**src/pkg/pmm_map.svh**
```systemverilog
// Constants of the port mirror mapper: sizes, encodings and reset values.
// Assumes inclusion by bare name from the package and the design files.
`ifndef PMM_MAP_SVH
`define PMM_MAP_SVH

// ============================================================
// Sizes
`define PMM_NPORTS       8
`define PMM_DATA_W       32
`define PMM_FIFO_DEPTH   16

// ============================================================
// Management operation encodings
`define PMM_OP_W         2
`define PMM_OP_ADD       2'h0
`define PMM_OP_REMOVE    2'h1
`define PMM_OP_SET_ERR   2'h2

// ============================================================
// Reset values
`define PMM_ERR_COPY_RST 1'b1

`endif

```
**src/pkg/pmm_pkg.sv**
```systemverilog
// Types shared by the port mirror mapper files.
// Assumes pmm_map.svh is on the include path.
`default_nettype none
`include "pmm_map.svh"

package pmm_pkg;

	// ============================================================
	// Management operations
	typedef enum logic [`PMM_OP_W-1:0] {
		PMM_ADD          = `PMM_OP_ADD,
		PMM_REMOVE_ENTRY = `PMM_OP_REMOVE,
		PMM_SET_ERR      = `PMM_OP_SET_ERR
	} pmm_op_type;

endpackage

`default_nettype wire

```
**src/pkg/pmm_stream_if.sv**
```systemverilog
// Valid/ready stream carrier between the mapper and its mirror FIFO.
// Assumes both ends share one clock.
`default_nettype none

interface pmm_stream_if #(
	parameter int W = 8
) ();
	logic         valid;
	logic         ready;
	logic [W-1:0] data;

	// ============================================================
	// Producer drives valid and data, consumer drives ready.
	modport src (output valid, output data, input ready);
	modport snk (input valid, input data, output ready);
endinterface

`default_nettype wire

```
**src/logic/pmm_fifo.sv**
```systemverilog
// Synchronous FIFO with valid/ready on both sides, used for mirrored beats.
// Assumes one clock; ce low freezes all state.
`default_nettype none
`include "pmm_map.svh"

module pmm_fifo #(
	parameter int W     = 8,
	parameter int DEPTH = `PMM_FIFO_DEPTH
) (
	input  wire logic       clk,
	input  wire logic       rst_n,
	input  wire logic       ce,
	pmm_stream_if.snk       push,
	pmm_stream_if.src       pop
);
	localparam int AW = $clog2(DEPTH);

	logic [W-1:0]  mem_r [DEPTH];
	logic [AW-1:0] wr_r, wr_nxt, rd_r, rd_nxt;
	logic [AW:0]   cnt_r, cnt_nxt;
	logic          do_wr, do_rd;

	// ============================================================
	// Handshakes: full and empty come straight from the count.
	assign push.ready = (cnt_r != (AW+1)'(DEPTH));
	assign pop.valid  = (cnt_r != '0);
	assign pop.data   = mem_r[rd_r];
	assign do_wr      = ce & push.valid & push.ready;
	assign do_rd      = ce & pop.valid & pop.ready;

	// Pointer and count next values; wrap handles depths not a power of two.
	always_comb begin
		wr_nxt  = wr_r;
		rd_nxt  = rd_r;
		cnt_nxt = cnt_r;
		if (do_wr) begin
			wr_nxt = (wr_r == AW'(DEPTH-1)) ? '0 : wr_r + 1'b1;
		end
		if (do_rd) begin
			rd_nxt = (rd_r == AW'(DEPTH-1)) ? '0 : rd_r + 1'b1;
		end
		cnt_nxt = cnt_r + (AW+1)'(do_wr) - (AW+1)'(do_rd);
	end

	// Pointer registers.
	always_ff @(posedge clk or negedge rst_n) begin
		if (!rst_n) begin
			wr_r  <= '0;
			rd_r  <= '0;
			cnt_r <= '0;
		end else begin
			wr_r  <= wr_nxt;
			rd_r  <= rd_nxt;
			cnt_r <= cnt_nxt;
		end
	end

	// Storage holds no reset; nothing is read before it is written.
	always_ff @(posedge clk) begin
		if (do_wr) begin
			mem_r[wr_r] <= push.data;
		end
	end
endmodule // pmm_fifo

`default_nettype wire

```
**src/logic/pmm_mapper.sv**
```systemverilog
// Port mirror mapper: forwards every ingress beat unchanged and copies the
// frames of mapped source ports, tagged with their destination, to a FIFO,
// except frames errored at sop on a source whose error copy is off.
// Assumes all inputs come from logic on clk; errored status rides on sop.
`default_nettype none
`include "pmm_map.svh"

module pmm_mapper #(
	parameter int NPORTS = `PMM_NPORTS,
	parameter int DW     = `PMM_DATA_W,
	parameter int DEPTH  = `PMM_FIFO_DEPTH,
	localparam int PW    = $clog2(NPORTS)
) (
	input  wire logic              clk,
	input  wire logic              rst_n,
	input  wire logic              ce,
	input  wire logic              in_valid,
	output logic                   in_ready,
	input  wire logic [PW-1:0]     in_port,
	input  wire logic [DW-1:0]     in_data,
	input  wire logic              in_sop,
	input  wire logic              in_eop,
	input  wire logic              in_err,
	output logic                   fwd_valid,
	input  wire logic              fwd_ready,
	output logic [PW-1:0]          fwd_port,
	output logic [DW-1:0]          fwd_data,
	output logic                   fwd_sop,
	output logic                   fwd_eop,
	output logic                   fwd_err,
	output logic                   mir_valid,
	input  wire logic              mir_ready,
	output logic [PW-1:0]          mir_port,
	output logic [DW-1:0]          mir_data,
	output logic                   mir_sop,
	output logic                   mir_eop,
	output logic                   mir_err,
	input  wire logic              cfg_valid,
	input  wire pmm_pkg::pmm_op_type cfg_op,
	input  wire logic [PW-1:0]     cfg_src,
	input  wire logic [PW-1:0]     cfg_dst,
	input  wire logic              cfg_err_copy,
	input  wire logic              cfg_commit,
	output logic                   cfg_done,
	output logic                   cfg_reject,
	input  wire logic [PW-1:0]     rd_idx,
	output logic                   rd_en,
	output logic [PW-1:0]          rd_dst,
	output logic                   rd_err,
	output logic [NPORTS-1:0]      act_mask
);
	localparam int MW = PW + DW + 3;

	logic [NPORTS-1:0] stg_en_r, stg_en_nxt, stg_err_r, stg_err_nxt;
	logic [PW-1:0]     stg_dst_r [NPORTS];
	logic [PW-1:0]     stg_dst_nxt [NPORTS];
	logic [NPORTS-1:0] act_en_r, act_en_nxt, act_err_r, act_err_nxt;
	logic [PW-1:0]     act_dst_r [NPORTS];
	logic [PW-1:0]     act_dst_nxt [NPORTS];
	logic              done_nxt, reject_nxt, done_r, reject_r, dst_busy;
	logic [NPORTS-1:0] cp_r, cp_nxt;
	logic [PW-1:0]     cp_dst_r [NPORTS];
	logic [PW-1:0]     cp_dst_nxt [NPORTS];
	logic              accept, copy_now, fwd_free;
	logic [PW-1:0]     copy_dst;
	logic              fv_r, fv_nxt;
	logic [PW+DW+2:0]  fb_r, fb_nxt;
	logic              rd_en_r, rd_err_r;
	logic [PW-1:0]     rd_dst_r;

	pmm_stream_if #(.W(MW)) mq_in ();
	pmm_stream_if #(.W(MW)) mq_out ();

	// ============================================================
	// Staged table: management edits land here first.
	always_comb begin
		stg_en_nxt  = stg_en_r;
		stg_err_nxt = stg_err_r;
		stg_dst_nxt = stg_dst_r;
		done_nxt    = 1'b0;
		reject_nxt  = 1'b0;
		dst_busy    = 1'b0;
		for (int i = 0; i < NPORTS; i++) begin
			if (stg_en_r[i] && stg_dst_r[i] == cfg_dst && PW'(i) != cfg_src) begin
				dst_busy = 1'b1;
			end
		end
		if (cfg_valid) begin
			case (cfg_op)
				pmm_pkg::PMM_ADD: begin
					// A second destination or a second source is refused.
					if (stg_en_r[cfg_src] || dst_busy || cfg_src == cfg_dst) begin
						reject_nxt = 1'b1;
					end else begin
						stg_en_nxt[cfg_src]  = 1'b1;
						stg_dst_nxt[cfg_src] = cfg_dst;
						stg_err_nxt[cfg_src] = cfg_err_copy;
						done_nxt             = 1'b1;
					end
				end
				pmm_pkg::PMM_REMOVE_ENTRY: begin
					if (stg_en_r[cfg_src] && stg_dst_r[cfg_src] == cfg_dst) begin
						stg_en_nxt[cfg_src]  = 1'b0;
						stg_err_nxt[cfg_src] = `PMM_ERR_COPY_RST;
						done_nxt             = 1'b1;
					end else begin
						reject_nxt = 1'b1;
					end
				end
				pmm_pkg::PMM_SET_ERR: begin
					if (stg_en_r[cfg_src]) begin
						stg_err_nxt[cfg_src] = cfg_err_copy;
						done_nxt             = 1'b1;
					end else begin
						reject_nxt = 1'b1;
					end
				end
				default: begin
					reject_nxt = 1'b1;
				end
			endcase
		end
	end

	// Active table: commit copies the staged table, including an edit in the
	// same cycle, so several edits switch over in one step.
	always_comb begin
		act_en_nxt  = act_en_r;
		act_err_nxt = act_err_r;
		act_dst_nxt = act_dst_r;
		if (cfg_commit) begin
			act_en_nxt  = stg_en_nxt;
			act_err_nxt = stg_err_nxt;
			act_dst_nxt = stg_dst_nxt;
		end
	end

	// Both tables and the operation answers.
	always_ff @(posedge clk or negedge rst_n) begin
		if (!rst_n) begin
			stg_en_r  <= '0;
			stg_err_r <= {NPORTS{`PMM_ERR_COPY_RST}};
			act_en_r  <= '0;
			act_err_r <= {NPORTS{`PMM_ERR_COPY_RST}};
			stg_dst_r <= '{default: '0};
			act_dst_r <= '{default: '0};
			done_r    <= 1'b0;
			reject_r  <= 1'b0;
		end else if (ce) begin
			stg_en_r  <= stg_en_nxt;
			stg_err_r <= stg_err_nxt;
			stg_dst_r <= stg_dst_nxt;
			act_en_r  <= act_en_nxt;
			act_err_r <= act_err_nxt;
			act_dst_r <= act_dst_nxt;
			done_r    <= done_nxt;
			reject_r  <= reject_nxt;
		end
	end

	// ============================================================
	// Ingress: one stall holds both paths, so forwarding never drops a beat
	// the mirror could not take, at the cost of a full FIFO pausing traffic.
	assign fwd_free = ~fv_r | fwd_ready;
	assign in_ready = fwd_free & mq_in.ready;
	assign accept   = ce & in_valid & in_ready;

	// The copy decision is frozen at sop, so a commit mid-frame never
	// splits a frame; beats of an unmapped frame start no copy.
	always_comb begin
		cp_nxt     = cp_r;
		cp_dst_nxt = cp_dst_r;
		copy_now   = cp_r[in_port];
		copy_dst   = cp_dst_r[in_port];
		if (in_sop) begin
			copy_now = act_en_r[in_port] & (act_err_r[in_port] | ~in_err);
			copy_dst = act_dst_r[in_port];
		end
		if (accept) begin
			cp_nxt[in_port]     = copy_now & ~in_eop;
			cp_dst_nxt[in_port] = copy_dst;
		end
	end

	// Per-source copy state.
	always_ff @(posedge clk or negedge rst_n) begin
		if (!rst_n) begin
			cp_r     <= '0;
			cp_dst_r <= '{default: '0};
		end else if (ce) begin
			cp_r     <= cp_nxt;
			cp_dst_r <= cp_dst_nxt;
		end
	end

	assign mq_in.valid = ce & in_valid & in_ready & copy_now;
	assign mq_in.data  = {copy_dst, in_data, in_sop, in_eop, in_err};

	pmm_fifo #(.W(MW), .DEPTH(DEPTH)) u_mirror_q (
		.clk   (clk),
		.rst_n (rst_n),
		.ce    (ce),
		.push  (mq_in),
		.pop   (mq_out)
	);

	assign mq_out.ready = mir_ready;
	assign mir_valid    = mq_out.valid;
	assign {mir_port, mir_data, mir_sop, mir_eop, mir_err} = mq_out.data;

	// ============================================================
	// Forward register: every beat goes out unchanged whether mirrored or not.
	always_comb begin
		fv_nxt = fv_r;
		fb_nxt = fb_r;
		if (accept) begin
			fv_nxt = 1'b1;
			fb_nxt = {in_port, in_data, in_sop, in_eop, in_err};
		end else if (fwd_ready) begin
			fv_nxt = 1'b0;
		end
	end

	// Forward and readback registers.
	always_ff @(posedge clk or negedge rst_n) begin
		if (!rst_n) begin
			fv_r     <= 1'b0;
			fb_r     <= '0;
			rd_en_r  <= 1'b0;
			rd_dst_r <= '0;
			rd_err_r <= `PMM_ERR_COPY_RST;
		end else if (ce) begin
			fv_r     <= fv_nxt;
			fb_r     <= fb_nxt;
			rd_en_r  <= act_en_r[rd_idx];
			rd_dst_r <= act_dst_r[rd_idx];
			rd_err_r <= act_err_r[rd_idx];
		end
	end

	assign fwd_valid = fv_r;
	assign {fwd_port, fwd_data, fwd_sop, fwd_eop, fwd_err} = fb_r;
	assign rd_en      = rd_en_r;
	assign rd_dst     = rd_dst_r;
	assign rd_err     = rd_err_r;
	assign act_mask   = act_en_r;
	assign cfg_done   = done_r;
	assign cfg_reject = reject_r;

	logic dup_dst;
	always_comb begin
		dup_dst = 1'b0;
		for (int i = 0; i < NPORTS; i++) begin
			for (int j = i + 1; j < NPORTS; j++) begin
				if (stg_en_r[i] && stg_en_r[j] && stg_dst_r[i] == stg_dst_r[j]) begin
					dup_dst = 1'b1;
				end
			end
		end
	end
endmodule // pmm_mapper

`default_nettype wire

```
**config.mk**
```make
export PLATFORM = sky130hd
export DESIGN_NAME = pmm_mapper
export DESIGN_NICKNAME = d
export VERILOG_FILES = /design/src/pkg/pmm_pkg.sv /design/src/pkg/pmm_stream_if.sv /design/src/logic/pmm_fifo.sv /design/src/logic/pmm_mapper.sv
export VERILOG_INCLUDE_DIRS = /design/src /design/src/pkg
export SDC_FILE = /design/constraint.sdc
export NUM_CORES = 1
export LEC_CHECK = 0
export ABC_AREA = 1
export BUFFER_PORTS_ARGS = -buffer_cell sky130_fd_sc_hd__buf_2
export CAP_MARGIN = 20
export CELL_PAD_IN_SITES_DETAIL_PLACEMENT = 1
export CELL_PAD_IN_SITES_GLOBAL_PLACEMENT = 1
export CORE_MARGIN = 3
export CORE_UTILIZATION = 45
export DETAILED_ROUTE_END_ITERATION = 10
export PLACE_DENSITY_LB_ADDON = 0.1
export SYNTH_ARGS = -nofsm -noshare
export SYNTH_HDL_FRONTEND = slang
export SYNTH_SLANG_ARGS = --single-unit
```
**constraint.sdc**
```tcl
create_clock -name clk -period 3.3 [get_ports clk]
set_input_delay 0.33 -clock clk [delete_from_list [all_inputs] [get_ports clk]]
set_output_delay 0.33 -clock clk [all_outputs]
set_load 0.05 [all_outputs]
```
## Word level (Yosys, flattened, before mapping)

Memories as Yosys holds them, arrays and structs flattened.
Index checks and enable logic that the tools add are counted.

| word-level totals | value |
|---|---|
| input port bits | 58 |
| word-level logic and storage cells | 202 |
| bits in registers | 171 |
| bits in writable memories | 608 |
| memories | 1 |

Memories:

| name | depth | bits a word | read ports | clocked after Yosys merged registers in | wr ports | RTL line | RTL |
|---|---|---|---|---|---|---|---|
| u_mirror_q.mem_r | 16 | 38 | 1 | 0 | 1 | pmm_fifo.sv:18 | `logic [W-1:0] mem_r [DEPTH];` |

| cells by class | value |
|---|---|
| muxes and demuxes | 74 |
| magnitude comparators | 10 |
| equal/unequal tests | 22 |
| bitwise operators | 22 |
| reduce and logical (&&, ||, !) cells | 30 |
| $add $sub $neg | 4 |

Operators with widths:

| kind | count |
|---|---|
| 2-to-1 mux 24 bit | 3 |
| 2-to-1 mux 8 bit | 7 |
| bitwise mux 24 bit | 2 |
| binary-select mux 3 bit (select 3 bit) | 4 |
| 2-to-1 mux 3 bit | 11 |
| equality test 3 bit | 10 |
| 2-to-1 mux 1 bit | 29 |
| case mux 8 bit (3 select lines) | 1 |
| logical AND 1 bit | 21 |
| binary-select mux 1 bit (select 3 bit) | 6 |
| demux 3 bit (select 3 bit) | 2 |
| bitwise mux 8 bit | 2 |
| OR 8 bit | 2 |
| case mux 8 bit (2 select lines) | 1 |
| >= comparator 4 bit (second input constant) | 3 |
| < comparator 3 x 4 -> 1 bit (second input constant) | 3 |
| != test 3 bit (first input constant) | 4 |
| inverter 3 -> 4 bit | 3 |
| bitwise AND 1 bit | 10 |
| adder 4 x 1 -> 4 bit (second input constant) | 2 |
| bitwise AND 8 bit | 1 |
| equality test 4 bit (second input constant) | 2 |
| < comparator 4 x 1 -> 1 bit (second input constant) | 2 |
| 2-to-1 mux 4 bit | 2 |
| other kinds (19) | 29 |

## Longest topological paths before layout

| logic depth | value |
|---|---|
| depth in word-level cells | 16 |
| mapped depth | 17 |
| mapped depth without buffers | 16 |

## By module

Synthesis repeated with hierarchy kept, for this count alone.

| second synthesis, totals | value |
|---|---|
| cells, all modules | 3747 |
| area, all modules | 35071.1 um2 |

By module, submodules not included:

| module | cells an instance | instances | area each (um2) |
|---|---|---|---|
| pmm_fifo | 2485 | 1 | 26206.4 |
| pmm_mapper | 1262 | 1 | 8864.8 |

## Worst setup path after synthesis

Ideal clock, no wire load.

| timing | value |
|---|---|
| path kind | reg2reg |
| start | register fv_r (netlist: fwd_valid) |
| end | memory u_mirror_q.mem_r[10][0] (netlist bit), enable pin |
| required time | 2867 ps |
| setup time | 433 ps |
| cell stages (with the launch flop) | 9 |
| arrival time | 3571 ps |
| setup slack | -705 ps |
| buffers on the path | 1 |
| clock period less this slack | 4005 ps |
| path through | dfrtp_1 -> nand2_1 -> o21ai_0 -> inv_1 -> nand3_1 -> inv_1 -> nand2_1 -> clkbuf_1 -> nor2_1 |

| between the ends | value |
|---|---|
| word-level cells in the longest chain between the ends | 9 |

RTL lines:

| element | RTL line | RTL |
|---|---|---|
| from (decl) | pmm_mapper.sv:66 | `logic fv_r, fv_nxt;` |
| from (signal assigned) | pmm_mapper.sv:233 | `fv_r <= fv_nxt;` |
| inverter 1 bit | pmm_mapper.sv:164 | `assign fwd_free = ~fv_r \| fwd_ready;` |
| OR 1 bit | pmm_mapper.sv:164 |  |
| bitwise AND 1 bit | pmm_mapper.sv:165 | `assign in_ready = fwd_free & mq_in.ready;` |
| net in_ready | pmm_mapper.sv:18 | `output logic in_ready,` |
| bitwise AND 1 bit (2 in series) | pmm_mapper.sv:196 | `assign mq_in.valid = ce & in_valid & in_ready & copy_now;` |
| bitwise AND 1 bit (2 in series) | pmm_fifo.sv:28 | `assign do_wr = ce & push.valid & push.ready;` |
| 2-to-1 mux 1 bit | pmm_fifo.sv:60 | `if (do_wr) begin` |
| 2-to-1 mux 1 bit (not written as such) | pmm_fifo.sv:61 | `mem_r[wr_r] <= push.data;` |
| to (decl) | pmm_fifo.sv:18 |  |

The timed path passes the listed nets, and every way through them passes these cells.

## Final worst setup path

| timing | value |
|---|---|
| start | register u_mirror_q.rd_r[0] |
| end | output mir_sop |

| between the ends | value |
|---|---|
| word-level cells in the longest chain between the ends | 1 |

RTL lines:

| element | RTL line | RTL |
|---|---|---|
| from (decl) | pmm_fifo.sv:19 | `logic [AW-1:0] wr_r, wr_nxt, rd_r, rd_nxt;` |
| from (signal assigned) | pmm_fifo.sv:53 | `rd_r <= rd_nxt;` |
| memory read (16 x 38 bit) | -- |  |
| to (decl) | pmm_mapper.sv:35 | `output logic mir_sop,` |

Every way passes these cells.

==> metrics.md <==
| Metric | Value |
|---|---|
| Status | `finished, final reports clean` |
| GRT Util Overall | `0.264` |
| Number of diodes | `0` |
| Top post-synthesis cells by count | `edfxtp_1 (608), nand2_1 (549), nor2_1 (449)` |
| CP max stage delay | `0.53 ns` |
| Final hold vios | `0` |
| Post-DP HPWL | `64.9 mm` |
| DR WL/cell | `25.1 µm` |
| Clock buffer depth | `3` |
| Die footprint | `0.0764 mm²` |
| Period utilization | `0.953` |
| Worst rel slew slack | `0.482` |
| Drc violations | `0` |
| Hold Path Sink | `fwd_valid$_DFFE_PN0P_` |
| Max frequency | `0.318 GHz` |
| Initial Utilization | `0.457` |
| Largest net degree at the start of global routing | `100` |
| Gate count of the mapped netlist | `2907` |
| Final Net Count | `3167` |
| Post-synth EDFFs | `608` |
| Met1 WL | `43.2 mm` |
| Hold Path Depth | `4` |
| Non-filler instance count after layout | `4118` |
| First DRT Iteration DRCs | `1854` |
| Vias/cell | `5.76` |
| Clk root buf | `clkbuf_16` |
| Peak VDD IR | `554 µV` |
| Layout cell share with drive strength beyond 1 | `0.145` |
| Total Wirelength | `103 mm` |
| CP required | `2.97 ns` |
| Crit path capture type | `output pin` |
| PwrDens | `833 mW/mm²` |
| CTS H-tree lvls | `3` |
| Fraction of registers with async set/reset | `0.220` |
| Final GP Congestion | `0.900` |
| ANT nets after route | `0` |
| Crit Reg-Reg Endpoint | `u_mirror_q.cnt_r[4]$_DFF_PN0_` |
| Cell variety after synth | `40` |
| Area share of the largest cell type after synthesis | `0.555` |
| Syn nets | `2977` |
| Met2 WL | `52.5 mm` |
| Pre-antenna DRT Iters | `5` |
| Vias in the first global route | `25300` |
| Slew @ Worst Pin | `0.775 ns` |
| Tot Pwr | `32.1 mW` |
| TritonCTS clock tree | `built` |
| Dominant cell by count in the synthesized netlist | `edfxtp_1` |
| Max cap viols | `0` |
| Setup violations, final | `0` |
| First-pass GRT wire length | `156 mm` |
| Slack of the worst reg-to-reg path | `0.50 ns` |
| Pleak | `14.5 nW` |
| Yosys top cell by area | `edfxtp_1` |
| CTS Buf Count | `83` |
| CP Cell Sequence | `buf_4 > buf_16 > o21ai_0 > o32ai_1 > o211ai_1 > nand3_1 > buf_4` |
| Worst skew pair latency | `0.64 ns` |
| Synth top area cells | `edfxtp_1 (56%), dfrtp_1 (12%), nand2_1 (6.3%)` |
| Part of the Yosys area used for sequential elements | `0.686` |
| CTS clock-pin slew for the worst setup and hold paths | `0.06 ns` |
| CP startpoint kind | `flip-flop` |
| Slowest CP cell | `dfrtp_4` |
| Area Growth Syn to Fin | `17.0%` |
| Highest metal used | `met4` |
| Crit path max fanout | `50` |
| Standard-cell rows | `98` |
| Min-delay src | `fwd_ready` |
| Kind of critical path | `flip-flop to output pin` |
| Crit path buf inv count | `3` |
| Core area | `0.0720 mm²` |
| # port buffers | `151` |
| Num ports | `152` |
| Cell Area, Placed | `0.0354 mm²` |
| DR vias | `23700` |
| Gr ovfl total | `0` |
| Post-layout min period | `3.14 ns` |
| CP Data Arrival Time | `2.81 ns` |
| Synth Area per Inst | `11.3 µm²` |
| Die Y-Extent | `276 µm` |
| WL met3 | `4.50 mm` |
| Min-delay worst type | `primary input to flip-flop` |
| Placed cell count | `3950` |
| Warnings from Yosys | `0` |
| CP delay by family, top | `buffers and inverters` |
| Mapped Area | `0.0329 mm²` |
| Slew Limit Fails | `0` |
| RSZ-0062 raised after global routing | `no` |
| Die Wd | `276 µm` |
| Antenna violations before repair | `0` |
| Layout Skew | `0.0238 ns` |
| Worst R2R Path Depth | `13` |
| Worst r2r src | `u_mirror_q.cnt_r[3]$_DFF_PN0_` |
| Flops & latches, synth | `779` |
| Cell mode on critical path | `buf_4` |
| Design Area, Final | `0.0385 mm²` |
| # clock sinks | `779` |
| Ys flop type | `edfxtp_1` |
| Hold WS | `0.0308 ns` |
| Worst Slack Setup Final | `0.155 ns` |
| Setup Slack @ Placement | `0.229 ns` |
==> worst max path at each step <==
stage                                                     to  cells after the start                           start  slack [ns]
final                                                mir_sop                      7  u_mirror_q.rd_r[0]$_DFFE_PN0P_        0.16
after global routing                                 mir_err                      8  u_mirror_q.rd_r[0]$_DFFE_PN0P_        0.04
after CTS                                       mir_data[23]                      7  u_mirror_q.rd_r[0]$_DFFE_PN0P_       -0.03
after detailed placement  u_mirror_q.mem_r[14][22]$_DFFE_PP_                     12                      in_port[2]        0.23
after global placement     u_mirror_q.mem_r[2][23]$_DFFE_PP_                     12                      in_port[2]        0.34
after floorplan             u_mirror_q.mem_r[0][0]$_DFFE_PP_                      7           fwd_valid$_DFFE_PN0P_       -0.50
==> sequential cells by signal (all words and copies together) (netlist names), 24 cells and up <==
name	count
u_mirror_q.mem_r	608
fb_r	38
act_dst_r	24
cp_dst_r	24
stg_dst_r	24
==> logic make-up (layout without fill, tap and decap cells) <==
family / after synthesis / in the layout / share of synthesized area
adder cells (fa/ha/maj): 12 / 12 / 0.00479
flip-flops: 779 / 779 / 0.686
AO/OA/AOI/OAI: 582 / 582 / 0.109
XOR/XNOR: 20 / 20 / 0.00533
multiplexers: 65 / 65 / 0.0198
buffers and inverters: 273 / 534 / 0.0321
AND/OR/NAND/NOR: 1176 / 1176 / 0.143
==> per-layer routing <==
metal,GRT usage,vias to the layer above
met5,0,-
met2,0.464,612
met1,0.343,12200
li1,-,10800
met3,0.0311,154
met4,0.0838,0
==> worst register-to-register path: cells and delay by family, from the launching register on <==
family          cells  cell delay (ns)
buf+inv             3             0.29
fa+ha+maj           4             1.15
flops               1             0.39
compound gates      1             0.15
xor+xnor            1             0.16
simple gates        4             0.58
==> repair_timing <==
action / CTS / global route
resized for setup: 4 / 4
endpoints found under the hold margin: 71 / 0
endpoints found under the setup margin: 8 / 17
cloned: 1 / 1
hold buffers: 3 / 0
setup buffers: 0 / 6
==> power by group <==
part / switching, mW / internal, mW
combinational: 7.50 / 2.87
sequential: 0.584 / 11.2
clock: 4.05 / 5.80
total: 12.1 / 19.9
==> layout make-up <==
cell class,count,area [µm²]
clock buffers,117,2350
clock inverters,39,544
fillers,7544,33500
inverters,107,428
multi-input cells,1855,9420
flip-flops and latches,779,22600
well taps,950,1190
repair buffers,271,1970
==> metrics by stage <==
stage | util | TNS, ns
after floorplan | - | -95.23
after global placement | 0.491 | 0
after detailed placement | 0.491 | 0
after CTS | 0.533 | -0.0564
after global routing | 0.535 | 0
final | 0.535 | 0
==> cells in the final DEF (no fill, tap or decap), types with 17 or more instances in the layout <==
master and count:
o211ai_1 20, dfrtp_1 151, nand2_1 548, buf_4 96
clkbuf_16 85, buf_12 17, clkbuf_1 21, nor2_1 432
inv_1 99, nand3_1 149, o221ai_1 67, mux2i_1 65
buf_2 149, nor2_4 21, edfxtp_1 608, dfstp_2 17
o21ai_0 346, o32ai_1 87, a21oi_1 43
Power figures use the tool's default switching activity.
